## src/verilog/upcr_pkg.sv

```systemverilog
package upcr_pkg;

    ////////////////////////////////////////////////////////////////////////
    // Register addresses: read at any of the three, write, set, clear
    localparam int unsigned UPCR_ADDR_W         = 6;
    localparam logic [5:0]  UPCR_FUNC_WRITE     = 6'h04;
    localparam logic [5:0]  UPCR_FUNC_SET       = 6'h05;
    localparam logic [5:0]  UPCR_FUNC_CLEAR     = 6'h06;
    localparam logic [5:0]  UPCR_INTF_WRITE     = 6'h07;
    localparam logic [5:0]  UPCR_INTF_SET       = 6'h08;
    localparam logic [5:0]  UPCR_INTF_CLEAR     = 6'h09;
    localparam logic [5:0]  UPCR_OTG_WRITE      = 6'h0A;
    localparam logic [5:0]  UPCR_OTG_SET        = 6'h0B;
    localparam logic [5:0]  UPCR_OTG_CLEAR      = 6'h0C;

    ////////////////////////////////////////////////////////////////////////
    // Reset values and storable-bit masks
    localparam logic [7:0]  UPCR_FUNC_RESET     = 8'h41;
    localparam logic [7:0]  UPCR_FUNC_MASK      = 8'h5F;
    localparam logic [7:0]  UPCR_INTF_RESET     = 8'h00;
    localparam logic [7:0]  UPCR_INTF_MASK      = 8'hEB;
    localparam logic [7:0]  UPCR_OTG_RESET      = 8'h06;
    localparam logic [7:0]  UPCR_OTG_MASK       = 8'hFF;

    ////////////////////////////////////////////////////////////////////////
    // Field positions
    localparam int unsigned UPCR_SUSPEND_BIT    = 6;
    localparam int unsigned UPCR_TX_ENCODING_MODE_LSB     = 3;
    localparam int unsigned UPCR_TERMSEL_BIT    = 2;
    localparam int unsigned UPCR_SPEED_LSB      = 0;
    localparam int unsigned UPCR_PROT_DIS_BIT   = 7;
    localparam int unsigned UPCR_BYPASS_BIT     = 6;
    localparam int unsigned UPCR_INVERT_BIT     = 5;
    localparam int unsigned UPCR_CLK_KEEP_BIT   = 3;
    localparam int unsigned UPCR_THREE_WIRE_BIT = 1;
    localparam int unsigned UPCR_SIX_WIRE_BIT   = 0;

    ////////////////////////////////////////////////////////////////////////
    // Encodings
    typedef enum logic [1:0] {
        UPCR_TX_NORMAL    = 2'b00,
        UPCR_TX_NODRIVE   = 2'b01,
        UPCR_TX_RAW       = 2'b10,
        UPCR_TX_NO_SYNC   = 2'b11
    } upcr_tx_mode_e;

    typedef enum logic [1:0] {
        UPCR_SPD_HIGH     = 2'b00,
        UPCR_SPD_FULL     = 2'b01,
        UPCR_SPD_LOW      = 2'b10,
        UPCR_SPD_PREAMBLE = 2'b11
    } upcr_speed_e;

endpackage : upcr_pkg

```

## src/verilog/upcr_reg_slice.sv

```systemverilog
module upcr_reg_slice
    import upcr_pkg::*;
#(
    parameter logic [7:0] RESET_VAL = 8'h00,
    parameter logic [7:0] BIT_MASK  = 8'hFF
)(
    // Clock and control
    input  wire logic       ref_clk_in,
    input  wire logic       rst_n_in,
    input  wire logic       ce_in,
    // Software access
    input  wire logic       wr_in,
    input  wire logic       set_in,
    input  wire logic       clr_in,
    input  wire logic [7:0] wdata_in,
    // Hardware updates
    input  wire logic [7:0] hw_set_in,
    input  wire logic [7:0] hw_clr_in,
    // Stored value
    output logic      [7:0] value_out
);

    logic [7:0] value_q;
    logic [7:0] value_d;
    logic [7:0] hw_base;

    // Hardware updates first, software access on top of them
    assign hw_base = (value_q & ~hw_clr_in) | hw_set_in;

    // RL20 write set clear
    always_comb
    begin
        if (wr_in)
            value_d = wdata_in;
        else if (set_in)
            value_d = hw_base | wdata_in;
        else if (clr_in)
            value_d = hw_base & ~wdata_in;
        else
            value_d = hw_base;
    end

    always_ff @(posedge ref_clk_in)
    begin
        if (!rst_n_in)
            value_q <= RESET_VAL;
        else if (ce_in)
            value_q <= value_d & BIT_MASK;
    end

    assign value_out = value_q;

endmodule : upcr_reg_slice

```

## src/verilog/upcr_regs.sv

```systemverilog
// Functional notes
// RL1 - Encoding mode 00 transmits normally with stuffing, NRZI, SYNC and EOP; reset value.
// RL2 - Mode 01 stops driving; 10 drops stuffing and NRZI; 11 drops SYNC and EOP.
// RL3 - Link uses mode 11 only for high-speed packets.
// RL4 - Termination bit steers pull-up and HS terminations with speed, mode and pull-downs.
// RL5 - Speed field picks HS, FS (reset), LS, or FS with automatic preamble.
// RL6 - Interface register read 07h-09h, write 07h, set 08h, clear 09h; bits 4,2 reserved.
// RL7 - Link enables at most one alternative interface mode at a time.
// RL8 - Protection on: weak pull-up on stop; stop unexpectedly high pulls data lines down.
// RL9 - Protection disable removes stop pull-up and data pull-downs.
// RL10 - Bypass bit uses inverted indicator directly or qualified by A-device comparator.
// RL11 - Invert bit complements the external overcurrent indicator input.
// RL12 - Clock keep bit matters only in serial modes; zero leaves the clock unpowered.
// RL13 - Active-low suspend zero enters low power; one, the reset value, stays powered.
// RL14 - Clock keep bit ignored unless active-low suspend is one.
// RL15 - Three-wire serial bit selects 3-bit serial FS/LS; hardware clears it on exit.
// RL16 - Six-wire serial bit selects 6-bit serial FS/LS; hardware clears it on exit.
// RL17 - Both serial bits clear means FS/LS packets use the parallel interface.
// RL18 - OTG register read 0Ah-0Ch, write 0Ah, set 0Bh, clear 0Ch; bit layout fixed.
// RL19 - OTG register resets with only both data-line pull-downs set.
// RL20 - Set address sets ones, clear address clears ones, write address replaces.
module upcr_regs
    import upcr_pkg::*;
(
    // Clock, reset, enable
    input  wire logic                   ref_clk_in,
    input  wire logic                   rst_n_in,
    input  wire logic                   ce_in,
    // Register access from the link
    input  wire logic [UPCR_ADDR_W-1:0] reg_addr_in,
    input  wire logic                   reg_wr_in,
    input  wire logic                   reg_rd_in,
    input  wire logic [7:0]             reg_wdata_in,
    output logic      [7:0]             reg_rdata_out,
    // Pins and comparators from outside the clock domain
    input  wire logic                   stop_line_in,
    input  wire logic                   fault_line_in,
    input  wire logic                   a_vbus_valid_in,
    // Same-domain state events
    input  wire logic                   stop_expected_in,
    input  wire logic                   serial_exit_in,
    input  wire logic                   low_power_exit_in,
    // Transmit control
    output logic                        tx_drive_enable_out,
    output logic                        tx_stuff_nrzi_enable_out,
    output logic                        tx_auto_sync_eop_out,
    // Transceiver select
    output logic                        hs_xcvr_enable_out,
    output logic                        fs_xcvr_enable_out,
    output logic                        ls_xcvr_enable_out,
    output logic                        fs_preamble_enable_out,
    // Bus resistors
    output logic                        plus_pullup_enable_out,
    output logic                        minus_pullup_enable_out,
    output logic                        hs_termination_enable_out,
    output logic                        plus_line_pulldown_enable_out,
    output logic                        minus_line_pulldown_enable_out,
    // Interface protection
    output logic                        stop_pullup_enable_out,
    output logic                        data_pulldown_enable_out,
    // Power and interface mode
    output logic                        low_power_out,
    output logic                        clock_powered_out,
    output logic                        three_wire_active_out,
    output logic                        six_wire_active_out,
    output logic                        parallel_active_out,
    // Indicator and OTG controls
    output logic                        vbus_state_valid_out,
    output logic                        external_indicator_select_out,
    output logic                        external_supply_select_out,
    output logic                        vbus_drive_enable_out,
    output logic                        vbus_charge_enable_out,
    output logic                        vbus_discharge_enable_out,
    output logic                        id_line_sampler_enable_out
);

    function automatic logic upcr_hit(input logic [5:0] addr, input logic [5:0] base);
        upcr_hit = (addr == base);
    endfunction : upcr_hit

    function automatic logic upcr_in_range(input logic [5:0] addr, input logic [5:0] base);
        upcr_in_range = (addr >= base) && (addr <= base + 6'h02);
    endfunction : upcr_in_range

    ////////////////////////////////////////////////////////////////////////
    // Address decode
    logic [7:0] func_q;
    logic [7:0] intf_q;
    logic [7:0] otg_q;
    logic [7:0] rdata_q;
    logic [7:0] rdata_d;
    logic       wr_ok;
    logic       func_wr;
    logic       func_set;
    logic       func_clr;
    logic       intf_wr;
    logic       intf_set;
    logic       intf_clr;
    logic       otg_wr;
    logic       otg_set;
    logic       otg_clr;

    assign wr_ok    = reg_wr_in && ce_in;
    assign func_wr  = wr_ok && upcr_hit(reg_addr_in, UPCR_FUNC_WRITE);
    assign func_set = wr_ok && upcr_hit(reg_addr_in, UPCR_FUNC_SET);
    assign func_clr = wr_ok && upcr_hit(reg_addr_in, UPCR_FUNC_CLEAR);
    // RL6 interface register decode
    assign intf_wr  = wr_ok && upcr_hit(reg_addr_in, UPCR_INTF_WRITE);
    assign intf_set = wr_ok && upcr_hit(reg_addr_in, UPCR_INTF_SET);
    assign intf_clr = wr_ok && upcr_hit(reg_addr_in, UPCR_INTF_CLEAR);
    // RL18 OTG register decode
    assign otg_wr   = wr_ok && upcr_hit(reg_addr_in, UPCR_OTG_WRITE);
    assign otg_set  = wr_ok && upcr_hit(reg_addr_in, UPCR_OTG_SET);
    assign otg_clr  = wr_ok && upcr_hit(reg_addr_in, UPCR_OTG_CLEAR);

    ////////////////////////////////////////////////////////////////////////
    // Registers
    logic [7:0] func_hw_set;
    logic [7:0] intf_hw_clr;

    // RL13 wake-up restores powered state
    assign func_hw_set = {1'b0, low_power_exit_in, 6'h00};
    // RL15 RL16 serial exit self-clear
    assign intf_hw_clr = {6'h00, serial_exit_in, serial_exit_in};

    upcr_reg_slice #(.RESET_VAL(UPCR_FUNC_RESET), .BIT_MASK(UPCR_FUNC_MASK)) u_func (
        .ref_clk_in (ref_clk_in),
        .rst_n_in   (rst_n_in),
        .ce_in      (ce_in),
        .wr_in      (func_wr),
        .set_in     (func_set),
        .clr_in     (func_clr),
        .wdata_in   (reg_wdata_in),
        .hw_set_in  (func_hw_set),
        .hw_clr_in  (8'h00),
        .value_out  (func_q)
    );

    upcr_reg_slice #(.RESET_VAL(UPCR_INTF_RESET), .BIT_MASK(UPCR_INTF_MASK)) u_intf (
        .ref_clk_in (ref_clk_in),
        .rst_n_in   (rst_n_in),
        .ce_in      (ce_in),
        .wr_in      (intf_wr),
        .set_in     (intf_set),
        .clr_in     (intf_clr),
        .wdata_in   (reg_wdata_in),
        .hw_set_in  (8'h00),
        .hw_clr_in  (intf_hw_clr),
        .value_out  (intf_q)
    );

    // RL19 OTG reset value
    upcr_reg_slice #(.RESET_VAL(UPCR_OTG_RESET), .BIT_MASK(UPCR_OTG_MASK)) u_otg (
        .ref_clk_in (ref_clk_in),
        .rst_n_in   (rst_n_in),
        .ce_in      (ce_in),
        .wr_in      (otg_wr),
        .set_in     (otg_set),
        .clr_in     (otg_clr),
        .wdata_in   (reg_wdata_in),
        .hw_set_in  (8'h00),
        .hw_clr_in  (8'h00),
        .value_out  (otg_q)
    );

    ////////////////////////////////////////////////////////////////////////
    // Read path: any of the three addresses returns the register
    logic rd_func;
    logic rd_intf;
    logic rd_otg;

    assign rd_func = upcr_in_range(reg_addr_in, UPCR_FUNC_WRITE);
    assign rd_intf = upcr_in_range(reg_addr_in, UPCR_INTF_WRITE);
    assign rd_otg  = upcr_in_range(reg_addr_in, UPCR_OTG_WRITE);
    assign rdata_d = rd_func ? func_q : rd_intf ? intf_q : rd_otg ? otg_q : 8'h00;

    always_ff @(posedge ref_clk_in)
    begin
        if (!rst_n_in)
            rdata_q <= 8'h00;
        else if (ce_in && reg_rd_in)
            rdata_q <= rdata_d;
    end

    assign reg_rdata_out = rdata_q;

    ////////////////////////////////////////////////////////////////////////
    // Pin synchronisers: first stage feeds only the second
    logic [2:0] pin_meta_q;
    logic [2:0] pin_sync_q;

    always_ff @(posedge ref_clk_in)
    begin
        if (!rst_n_in)
        begin
            pin_meta_q <= 3'h0;
            pin_sync_q <= 3'h0;
        end
        else if (ce_in)
        begin
            pin_meta_q <= {a_vbus_valid_in, fault_line_in, stop_line_in};
            pin_sync_q <= pin_meta_q;
        end
    end

    ////////////////////////////////////////////////////////////////////////
    // Function control decode
    upcr_tx_mode_e tx_mode;
    upcr_speed_e   speed_sel;
    logic          term_sel;

    assign tx_mode   = upcr_tx_mode_e'(func_q[UPCR_TX_ENCODING_MODE_LSB +: 2]);
    assign speed_sel = upcr_speed_e'(func_q[UPCR_SPEED_LSB +: 2]);
    assign term_sel  = func_q[UPCR_TERMSEL_BIT];

    // RL1 RL2 transmit encoding
    assign tx_drive_enable_out      = (tx_mode != UPCR_TX_NODRIVE);
    assign tx_stuff_nrzi_enable_out = (tx_mode == UPCR_TX_NORMAL) || (tx_mode == UPCR_TX_NO_SYNC);
    assign tx_auto_sync_eop_out     = (tx_mode == UPCR_TX_NORMAL) || (tx_mode == UPCR_TX_RAW);

    // RL5 transceiver select
    assign hs_xcvr_enable_out     = (speed_sel == UPCR_SPD_HIGH);
    assign fs_xcvr_enable_out     = (speed_sel == UPCR_SPD_FULL) || (speed_sel == UPCR_SPD_PREAMBLE);
    assign ls_xcvr_enable_out     = (speed_sel == UPCR_SPD_LOW);
    assign fs_preamble_enable_out = (speed_sel == UPCR_SPD_PREAMBLE);

    // RL4 resistor selection; a pulled-down line never also gets the pull-up
    assign plus_pullup_enable_out    = term_sel && !otg_q[1] && (tx_mode != UPCR_TX_RAW || !hs_xcvr_enable_out)
                                       && (speed_sel != UPCR_SPD_LOW);
    assign minus_pullup_enable_out   = term_sel && !otg_q[2] && (speed_sel == UPCR_SPD_LOW);
    assign hs_termination_enable_out = !term_sel && hs_xcvr_enable_out && (tx_mode != UPCR_TX_NODRIVE);
    assign plus_line_pulldown_enable_out  = otg_q[1];
    assign minus_line_pulldown_enable_out = otg_q[2];

    ////////////////////////////////////////////////////////////////////////
    // Interface control behaviour
    logic protect_on;
    logic indicator;
    logic suspend_high;
    logic serial_mode;

    // RL8 RL9 interface protection
    assign protect_on               = !intf_q[UPCR_PROT_DIS_BIT];
    assign stop_pullup_enable_out   = protect_on;
    assign data_pulldown_enable_out = protect_on && pin_sync_q[0] && !stop_expected_in;

    // RL11 indicator inversion
    assign indicator = pin_sync_q[1] ^ intf_q[UPCR_INVERT_BIT];
    // RL10 comparator qualification
    assign vbus_state_valid_out = intf_q[UPCR_BYPASS_BIT] ? indicator : (indicator && pin_sync_q[2]);

    // RL13 suspend control
    assign suspend_high  = func_q[UPCR_SUSPEND_BIT];
    assign low_power_out = !suspend_high;

    // RL17 parallel unless a serial mode is set; several set at once is undefined
    assign three_wire_active_out = intf_q[UPCR_THREE_WIRE_BIT];
    assign six_wire_active_out   = intf_q[UPCR_SIX_WIRE_BIT];
    assign serial_mode           = three_wire_active_out || six_wire_active_out;
    assign parallel_active_out   = !serial_mode;

    // RL12 RL14 clock power in serial modes
    assign clock_powered_out = suspend_high && (!serial_mode || intf_q[UPCR_CLK_KEEP_BIT]);

    // RL18 OTG bit layout
    assign external_indicator_select_out = otg_q[7];
    assign external_supply_select_out    = otg_q[6];
    assign vbus_drive_enable_out         = otg_q[5];
    assign vbus_charge_enable_out        = otg_q[4];
    assign vbus_discharge_enable_out     = otg_q[3];
    assign id_line_sampler_enable_out    = otg_q[0];
endmodule : upcr_regs

```

## config.mk

```make
export PLATFORM = sky130hd
export DESIGN_NAME = upcr_regs
export DESIGN_NICKNAME = d
export VERILOG_FILES = /design/src/verilog/upcr_pkg.sv /design/src/verilog/upcr_reg_slice.sv /design/src/verilog/upcr_regs.sv
export SDC_FILE = /design/constraint.sdc
export NUM_CORES = 1
export LEC_CHECK = 0
export ABC_AREA = 1
export BUFFER_PORTS_ARGS = -buffer_cell sky130_fd_sc_hd__buf_2
export CORE_MARGIN = 3
export CORE_UTILIZATION = 47
export CTS_CLUSTER_DIAMETER = 30
export DETAILED_ROUTE_END_ITERATION = 8
export GPL_ROUTABILITY_DRIVEN = 0
export PLACE_DENSITY = 0.76
export SETUP_SLACK_MARGIN = 0.4
export SYNTH_ARGS = -nofsm -noshare
export SYNTH_HDL_FRONTEND = slang
export SYNTH_SLANG_ARGS = --single-unit
```

## constraint.sdc

```tcl
create_clock -name ref_clk_in -period 1 [get_ports ref_clk_in]
set_input_delay 0.2 -clock ref_clk_in [delete_from_list [all_inputs] [get_ports ref_clk_in]]
set_output_delay 0.2 -clock ref_clk_in [all_outputs]
set_load 0.02 [all_outputs]
```

==> metrics, run 1 <==
H-tree depth=2; # rows=23; Hold Buf Count CTS=0; ys async rst share=0%; CTS Buf Count=5; Initial Utilization=50.1%; Synth Warn #=0; EDFF count, synth=0; Setup Slack @ Placement=-0.349 ns; Seq/Total Area, Yosys=33.0%; Mapped Nets=350; Die H=72.3 um; Yosys reg bits=34; placed cells=460; DP HPWL=5350 um; Synth Flop Type=dfxtp_1; Post-Synth Adder-Cell Area=1.82%; outcome=aborted with a tool error; area share of and/or/nand/nor cells after synthesis=41.8%; largest family of logic cells by synthesized area=simple AND/OR/NAND/NOR gates; syn_area_per_cell=6.41 sq um; Fail Step=global routing; worst_ep grt=plus_pullup_enable_out; Max clock buf depth=2; Post-Syn Instances=~320; Post-Syn Area=around 2100 sq um; CTS Sinks=34; mux cell area share after synthesis=0%; IO Pins=59; IO Port Bufs=58; Synth Area in Compound Gates=14.9%; maximum number of pins on one net before global-route repair=12; synth unique cells=30; Worst-path end type=primary output; Die W=slightly above 70 um; Error=[ERROR DPL-0038] Utilization greater than 100%, impossible to legalize; xor/xnor share of the synthesized area=0%; CTS root buffer=clkbuf_8
[synth_stat cells (3+ instances only)]
cell type	n	area, sq um
a21oi_1	24	120
clkbuf_1	4	15.0
dfxtp_1	34	681
ha_1	3	37.5
inv_1	35	131
inv_2	4	15.0
nand2_1	92	345
nand2_2	7	43.8
nand2_4	5	56.3
nand3_1	27	135
nor2_1	39	146
nor2_2	3	18.8
nor2_4	5	56.3
o2111ai_1	3	26.3
o21ai_0	18	90.1
[timing repair]
| action | 4_1_cts |
|---|---|
| gates cloned | 1 |
| pin swaps | 58 |
| gates resized for setup | 173 |
| endpoints found under the setup margin | 68 |
| buffers inserted | 24 |
[logic make-up after synthesis]
group           Yosys count
buf+inv                  45
flops                    34
simple gates            185
compound gates           55
fa+ha+maj                 3
[stage by stage]
step	cell area [sq um]	hold slack [ns]	setup TNS (ns)	utilization, %
CTS	3830	0.136	-4.16	93.1
global placement	2960	0.422	-8.31	72.0
floorplan	2400	0.321	-0.726	-
detailed placement	2960	0.428	-9.26	72.0
==> inputs of run 2 (changes only) <==
Settings changed: CORE_UTILIZATION 47 to 40, CTS_CLUSTER_DIAMETER 30 to default, PLACE_DENSITY 0.76 to default, PLACE_DENSITY_LB_ADDON from default to 0.15, SETUP_SLACK_MARGIN 0.4 to default.
Clock period 1 ns to 1.3 ns, I/O delays scaled along.
==> run 2 against run 1 <==
  * The flow now finishes, with violations (negative setup slack)
  * Synthesized area stayed put
  * Synthesized cell count stayed put
==> metrics, run 2 <==
outcome=complete, but fails checks (was aborted with a tool error); failing checks=negative setup slack; setup slack, reg-to-reg=0.18 ns; Synth Flop Type=dfxtp_1 (unchanged); DP HPWL=4860 um (was 5350 um); met3 Usage GRT=4.29%; Max-slew headroom=80.2%; Die H=77.8 um (was 72.3 um); placed cells=471 (was 460); EDFF count, synth=0 (unchanged); CTS Sinks=34 (unchanged); Residual DRC=0; All-Layer GR Usage=22.3%; endpoints failing hold=0; # rows=25 (was 23); Max stage delay on crit path=0.33 ns; Seq pwr share=45.6%; critical path peak fanout=2; Die W=77.8 um (was 72.3 um); wire per inst=13.5 um; IO Pins=59 (unchanged); maximum number of pins on one net before global-route repair=22; Initial DRC Count=around 120; CP Cell Sequence=inv_2, ha_2, a2111oi_4, buf_4; FF-to-FF End=u_func.value_out[0]; setup ws final=-0.338 ns; Synth Warn #=0 (unchanged); fill count=466; most common cell after layout, fill and taps aside=nand2_1; synth unique cells=30 (unchanged); Max clock buf depth=2 (unchanged); Period minus WS final=approximately 1.6 ns; Hold Path Origin=fault_line_in; Arr. time, crit path=1.38 ns; CP Class=register to output pin; Finished Layout Cells=490; RSZ-0062 raised after global routing=true; Critical Path End=plus_pullup_enable_out; power density cells=779 nW/um^2; Final Setup Violations=5; Comb power frac=14.9%; M1 GR Usage=approximately 28%; Worst Reg-to-Reg Cells=7; Max Clock Freq=just over 600 MHz; Post-Syn Instances=322 (unchanged); clk slew on worst S/H paths=around 0.070 ns; Pleak=0.00149 uW; gr ovfl total=0; TritonCTS clock tree=done; main area contributors after synthesis=dfxtp_1, nand2_1, nor2_1 (unchanged); CTS Buf Count=5 (unchanged); most frequent cells in the layout=nand2_1, buf_2, buf_4; Post-synth top cells=nand2_1, nor2_1, inv_1, dfxtp_1, nand3_1 (unchanged); slowest CP cell=dfxtp_2; max_cap viols=0; Post-Syn Area=2060 sq um (unchanged); Required @ worst endpoint=roughly 1.0 ns; H-tree depth=2 (unchanged); Yosys reg bits=34 (unchanged); layout cell share with drive strength beyond 1=39.5%; Initial Utilization=42.6% (was 50.1%); final slew viol count=0; post-synthesis to final-layout area growth=46.1%; crit path launch type=register; Final period util=126%; Nets=450; die area=6060 sq um; layer with the highest usage=met2; Clk Latency, worst-skew pair=0.29 ns; # diodes=0; top-count cell post-synth=nand2_1 (unchanged); Max VDD drop=0.000761 V; via count=2,481; R2R Path Start=u_func.value_out[0]; Worst Tran Pin Value=around 0.30 ns; vias in the first global route=2,284; worst setup path start=u_func.value_out[3]; hold crit path type=input pin to register; initial antenna violation count=0; Worst Skew=0.00196 ns; antenna-violating nets left=0; met2 Usage GRT=about two fifths; first-pass GRT wire length=10,700 um; CP Capture Type=output pin; Sw Share=26.4%; syn_area_per_cell=6.41 sq um (unchanged); ys async rst share=0% (unchanged); sw power=621 uW; CORE AREA=4850 sq um; share of the synthesized area in the top cell type=33.0% (unchanged); Clock Power Share=roughly 40%; P_int=1730 uW; Total Wirelength=6600 um; Seq/Total Area, Yosys=33.0% (unchanged); placed standard-cell area=2660 sq um (was 2960 sq um); CTS root buffer=clkbuf_8 (unchanged); Final Hold Slack=0.195 ns; Synth area leader=dfxtp_1 (unchanged); post-route cell area=3010 sq um; IO Port Bufs=58 (unchanged); Vias/cell=5.06; Mapped Nets=350 (unchanged); Pre-antenna DRT Iters=5
run 2: power by group through the flow:
stage	clock, uW	sequential (uW)	combinational (uW)
floorplan	0	1110	168
global placement	0	1100	332
detailed placement	0	1100	336
CTS	948	1070	344
global route	991	1070	386
finish	927	1070	350
run 2: cell type report:
type / count / area (sq um) / share of cell area [%]
clock buffer: 8 / 110 / 3.65
timing repair buffer: 99 / 664 / 22.0
tap: 67 / 83.8 / 2.78
sequential: 34 / 706 / 23.4
multi-input combinational: 243 / 1300 / 43.3
inverter: 39 / 146 / 4.86
run 2: cells by family after synthesis:
group / Yosys count / synth area share, %
compound gates: 55 / 14.9
fa+ha+maj: 3 / 1.82
buf+inv: 45 / 8.43
flops: 34 / 33.0
simple gates: 185 / 41.8
run 2: what timing repair did:
item                       CTS  global route
buffers inserted             9             4
hold endpoints to repair     0             0
gates resized for setup     42            20
setup endpoints to repair   11            14
pin swaps                    6             5
hold buffers                 0             0
run 2: routing by layer:
layer | up-vias | share of wire, %
li1 | 1239 | -
met3 | 8 | 6.2
met1 | 1148 | 44
met4 | 0 | 1.5
met5 | - | 0
met2 | 86 | 48
run 2: worst max-delay path: cells and delay by family, from the launching register on:
kind | cells | cell delay (ns)
DFF | 1 | 0.33
adders and majority gates | 1 | 0.20
buffers and inverters | 2 | 0.24
AOI/OAI and AO/OA | 1 | 0.31
run 2: worst min-delay path by stage:
stage	cells after the start	end
after CTS	3	pin_meta_q[1]
final	3	pin_meta_q[1]
after global routing	3	pin_meta_q[0]
after detailed placement	2	reg_rdata_out[7]
after floorplan	2	register
after global placement	2	reg_rdata_out[5]
run 2: through the flow:
| stage | setup WS (ns) | utilization (%) | setup TNS [ns] | power (uW) |
|---|---|---|---|---|
| final | -0.338 | 62.2 | -1.01 | 2350 |
| after global routing | -0.388 | 62.2 | -1.36 | 2450 |
| after CTS | -0.324 | 60.9 | -1.13 | 2360 |
| after detailed placement | -0.0944 | 54.9 | -1.38 | 1440 |
| after global placement | -0.0880 | 54.9 | -0.652 | 1430 |
| after floorplan | -0.0950 | - | -0.0950 | 1280 |
Note: power is estimated with default switching activity, not from simulation.
==> inputs of run 3 (changes only) <==
Settings changed: RECOVER_POWER from default to 50.
==> run 3 against run 2 <==
  * The run still ends with negative setup slack left
  * Sequential power about the same
  * Total power decreased by 0.27%
  * Core utilization decreased by 0.98 points
  * Die area unchanged
  * Sequential cell count unchanged
  * Clock skew about the same
  * Sequential share of layout area increased by 0.38 points
  * Largest power group unchanged
==> metrics, run 3 (synthesis gave the netlist of run 2 again) <==
crit path launch type=register (unchanged); first-pass GRT wire length=10,700 um (unchanged); Total Wirelength=6560 um (was 6600 um); IO Port Bufs=58 (unchanged); Die W=77.8 um (unchanged); # diodes=0 (unchanged); failing checks=negative setup slack (unchanged); Pwr Total=2340 uW (was 2350 uW); Pre-antenna DRT Iters=5 (unchanged); vias in the first global route=2,284 (unchanged); R2R Path Start=u_func.value_out[0] (unchanged); All-Layer GR Usage=22.3% (unchanged); Setup TNS Final=-1.00 ns (was -1.01 ns); CTS Buf Count=5 (unchanged); Nets=450 (unchanged); Max VDD drop=0.000771 V (was 0.000761 V); CP Cell Sequence=inv_2, ha_2, a2111oi_4, buf_4 (unchanged); # rows=25 (unchanged); CP Capture Type=output pin (unchanged); CTS root buffer=clkbuf_8 (unchanged); post-synthesis to final-layout area growth=43.8% (was 46.1%); fill count=471 (was 466); Pleak=0.00141 uW (was 0.00149 uW); outcome=complete, but fails checks (unchanged); RSZ-0062 raised after global routing=true (unchanged); initial antenna violation count=0 (unchanged); Worst Tran Pin Value=0.298 ns (was 0.296 ns); max_cap viols=0 (unchanged); Max Clock Freq=611 MHz (about the same); setup slack, reg-to-reg=0.19 ns (was 0.18 ns); Clk Latency, worst-skew pair=0.29 ns (about the same); Final Setup Violations=5 (unchanged); antenna-violating nets left=0 (unchanged); TritonCTS clock tree=done (unchanged); Final period util=126% (about the same); Max-slew headroom=80.1% (was 80.2%); endpoints failing hold=0 (unchanged); Finished Layout Cells=490 (unchanged); Vias/cell=5.06 (about the same); critical path peak fanout=2 (unchanged); worst setup path start=u_func.value_out[3] (unchanged); Critical Path End=plus_pullup_enable_out (unchanged); power density cells=789 nW/um^2 (was 779 nW/um^2); IO Pins=59 (unchanged); Initial Utilization=42.6% (unchanged); most frequent cells in the layout=nand2_1, buf_4, nor2_1 (was nand2_1, buf_2, buf_4); CTS Sinks=34 (unchanged); Max stage delay on crit path=0.33 ns (about the same); via count=2,477 (was 2,481); Max clock buf depth=2 (unchanged); slowest CP cell=dfxtp_2 (unchanged); Arr. time, crit path=1.38 ns (about the same); final slew viol count=0 (unchanged); die area=6060 sq um (unchanged); clk slew on worst S/H paths=0.07 ns (about the same); Required @ worst endpoint=1.04 ns (about the same); DP HPWL=4860 um (unchanged); Final Hold Slack=0.196 ns (was 0.195 ns); H-tree depth=2 (unchanged); hold crit path type=input pin to register (unchanged); most common cell after layout, fill and taps aside=nand2_1 (unchanged); CORE AREA=4850 sq um (unchanged); maximum number of pins on one net before global-route repair=22 (unchanged); gr ovfl total=0 (unchanged); wire per inst=13.4 um (was 13.5 um); Residual DRC=0 (unchanged); Hold Buf Count CTS=0 (unchanged); Die H=77.8 um (unchanged); placed cells=471 (unchanged); Worst Skew=0.00245 ns (was 0.00196 ns); CP Class=register to output pin (unchanged); setup ws final=-0.337 ns (was -0.338 ns); layout cell share with drive strength beyond 1=35.0% (was 39.5%); Initial DRC Count=101 (was 119); FF-to-FF End=u_func.value_out[0] (unchanged); Period minus WS final=1.64 ns (about the same); Worst Reg-to-Reg Cells=7 (unchanged)
-- run 3: cell count changes in the layout (fill, tap and decap cells not counted) --
cell      previous run  this run
nor2_2               4         5
buf_2               45        31
nor3_1               0         1
nand2_4              5         4
clkbuf_2             0         1
buf_4               45        42
clkbuf_1             0        16
nand2_2              9         8
nor2_4               7         6
nand2_1             90        92
nor3_2               3         2
-- run 3: per-layer routing --
layer  share of wire [%]  vias to the layer above  wire [um]  GRT usage, %
li1                    -                     1239          -             -
met1                  44                     1130       2870          27.6
met5                   0                        -          0             0
met4                 1.9                        0        127          7.30
met3                 5.9                       10        390          4.29
met2                  48                       98       3180          38.4
-- run 3: metrics by stage --
stage               instance area (sq um)  setup slack, ns  utilization (%)
floorplan                            2090          -0.0950                -
detailed placement                   2660          -0.0944             54.9
global placement                     2660          -0.0880             54.9
finish                               2970           -0.337             61.2
CTS                                  2950           -0.324             60.9
global route                         2970           -0.388             61.2
-- run 3: report_power, final --
part           total (uW)  internal, uW  switching [uW]
Clock                 932           535             396
Combinational         339           128             211
Sequential           1070          1060            14.0
-- run 3: final cells by class --
cell class | instances | area (sq um) | area share, %
Multi-Input combinational cell | 243 | 1280 | 43.3
Sequential cell | 34 | 706 | 23.8
Timing Repair Buffer | 99 | 637 | 21.5
Inverter | 39 | 146 | 4.93
Clock buffer | 8 | 110 | 3.71
Tap cell | 67 | 83.8 | 2.83
-- run 3: critical path: cells and delay by family (launching register included) --
family                   cells  cell delay [ns]
AO/OA/AOI/OAI                1             0.31
flip-flops                   1             0.33
adder cells (fa/ha/maj)      1             0.20
buffers and inverters        2             0.24
-- run 3: worst min-delay path by stage --
| stage | from | endpoint | slack (ns) | cells past startpoint |
|---|---|---|---|---|
| 5_1_grt | stop_line_in | pin_meta_q[0] | 0.21 | 3 |
| 3_5_place_dp | reg_rdata_out[7] | reg_rdata_out[7] | 0.46 | 2 |
| 3_3_place_gp | reg_rdata_out[5] | reg_rdata_out[5] | 0.46 | 2 |
| 2_1_floorplan | reg_wdata_in[2] | register | 0.38 | 2 |
| 6_report | fault_line_in | pin_meta_q[1] | 0.20 | 3 |
| 4_1_cts | fault_line_in | pin_meta_q[1] | 0.20 | 3 |
-- run 3: timing repair --
item / in CTS / in global routing
setup buffers: 9 / 4
gates resized for setup: 42 / 20
setup endpoints to repair: 11 / 14
pin swaps: 6 / 5
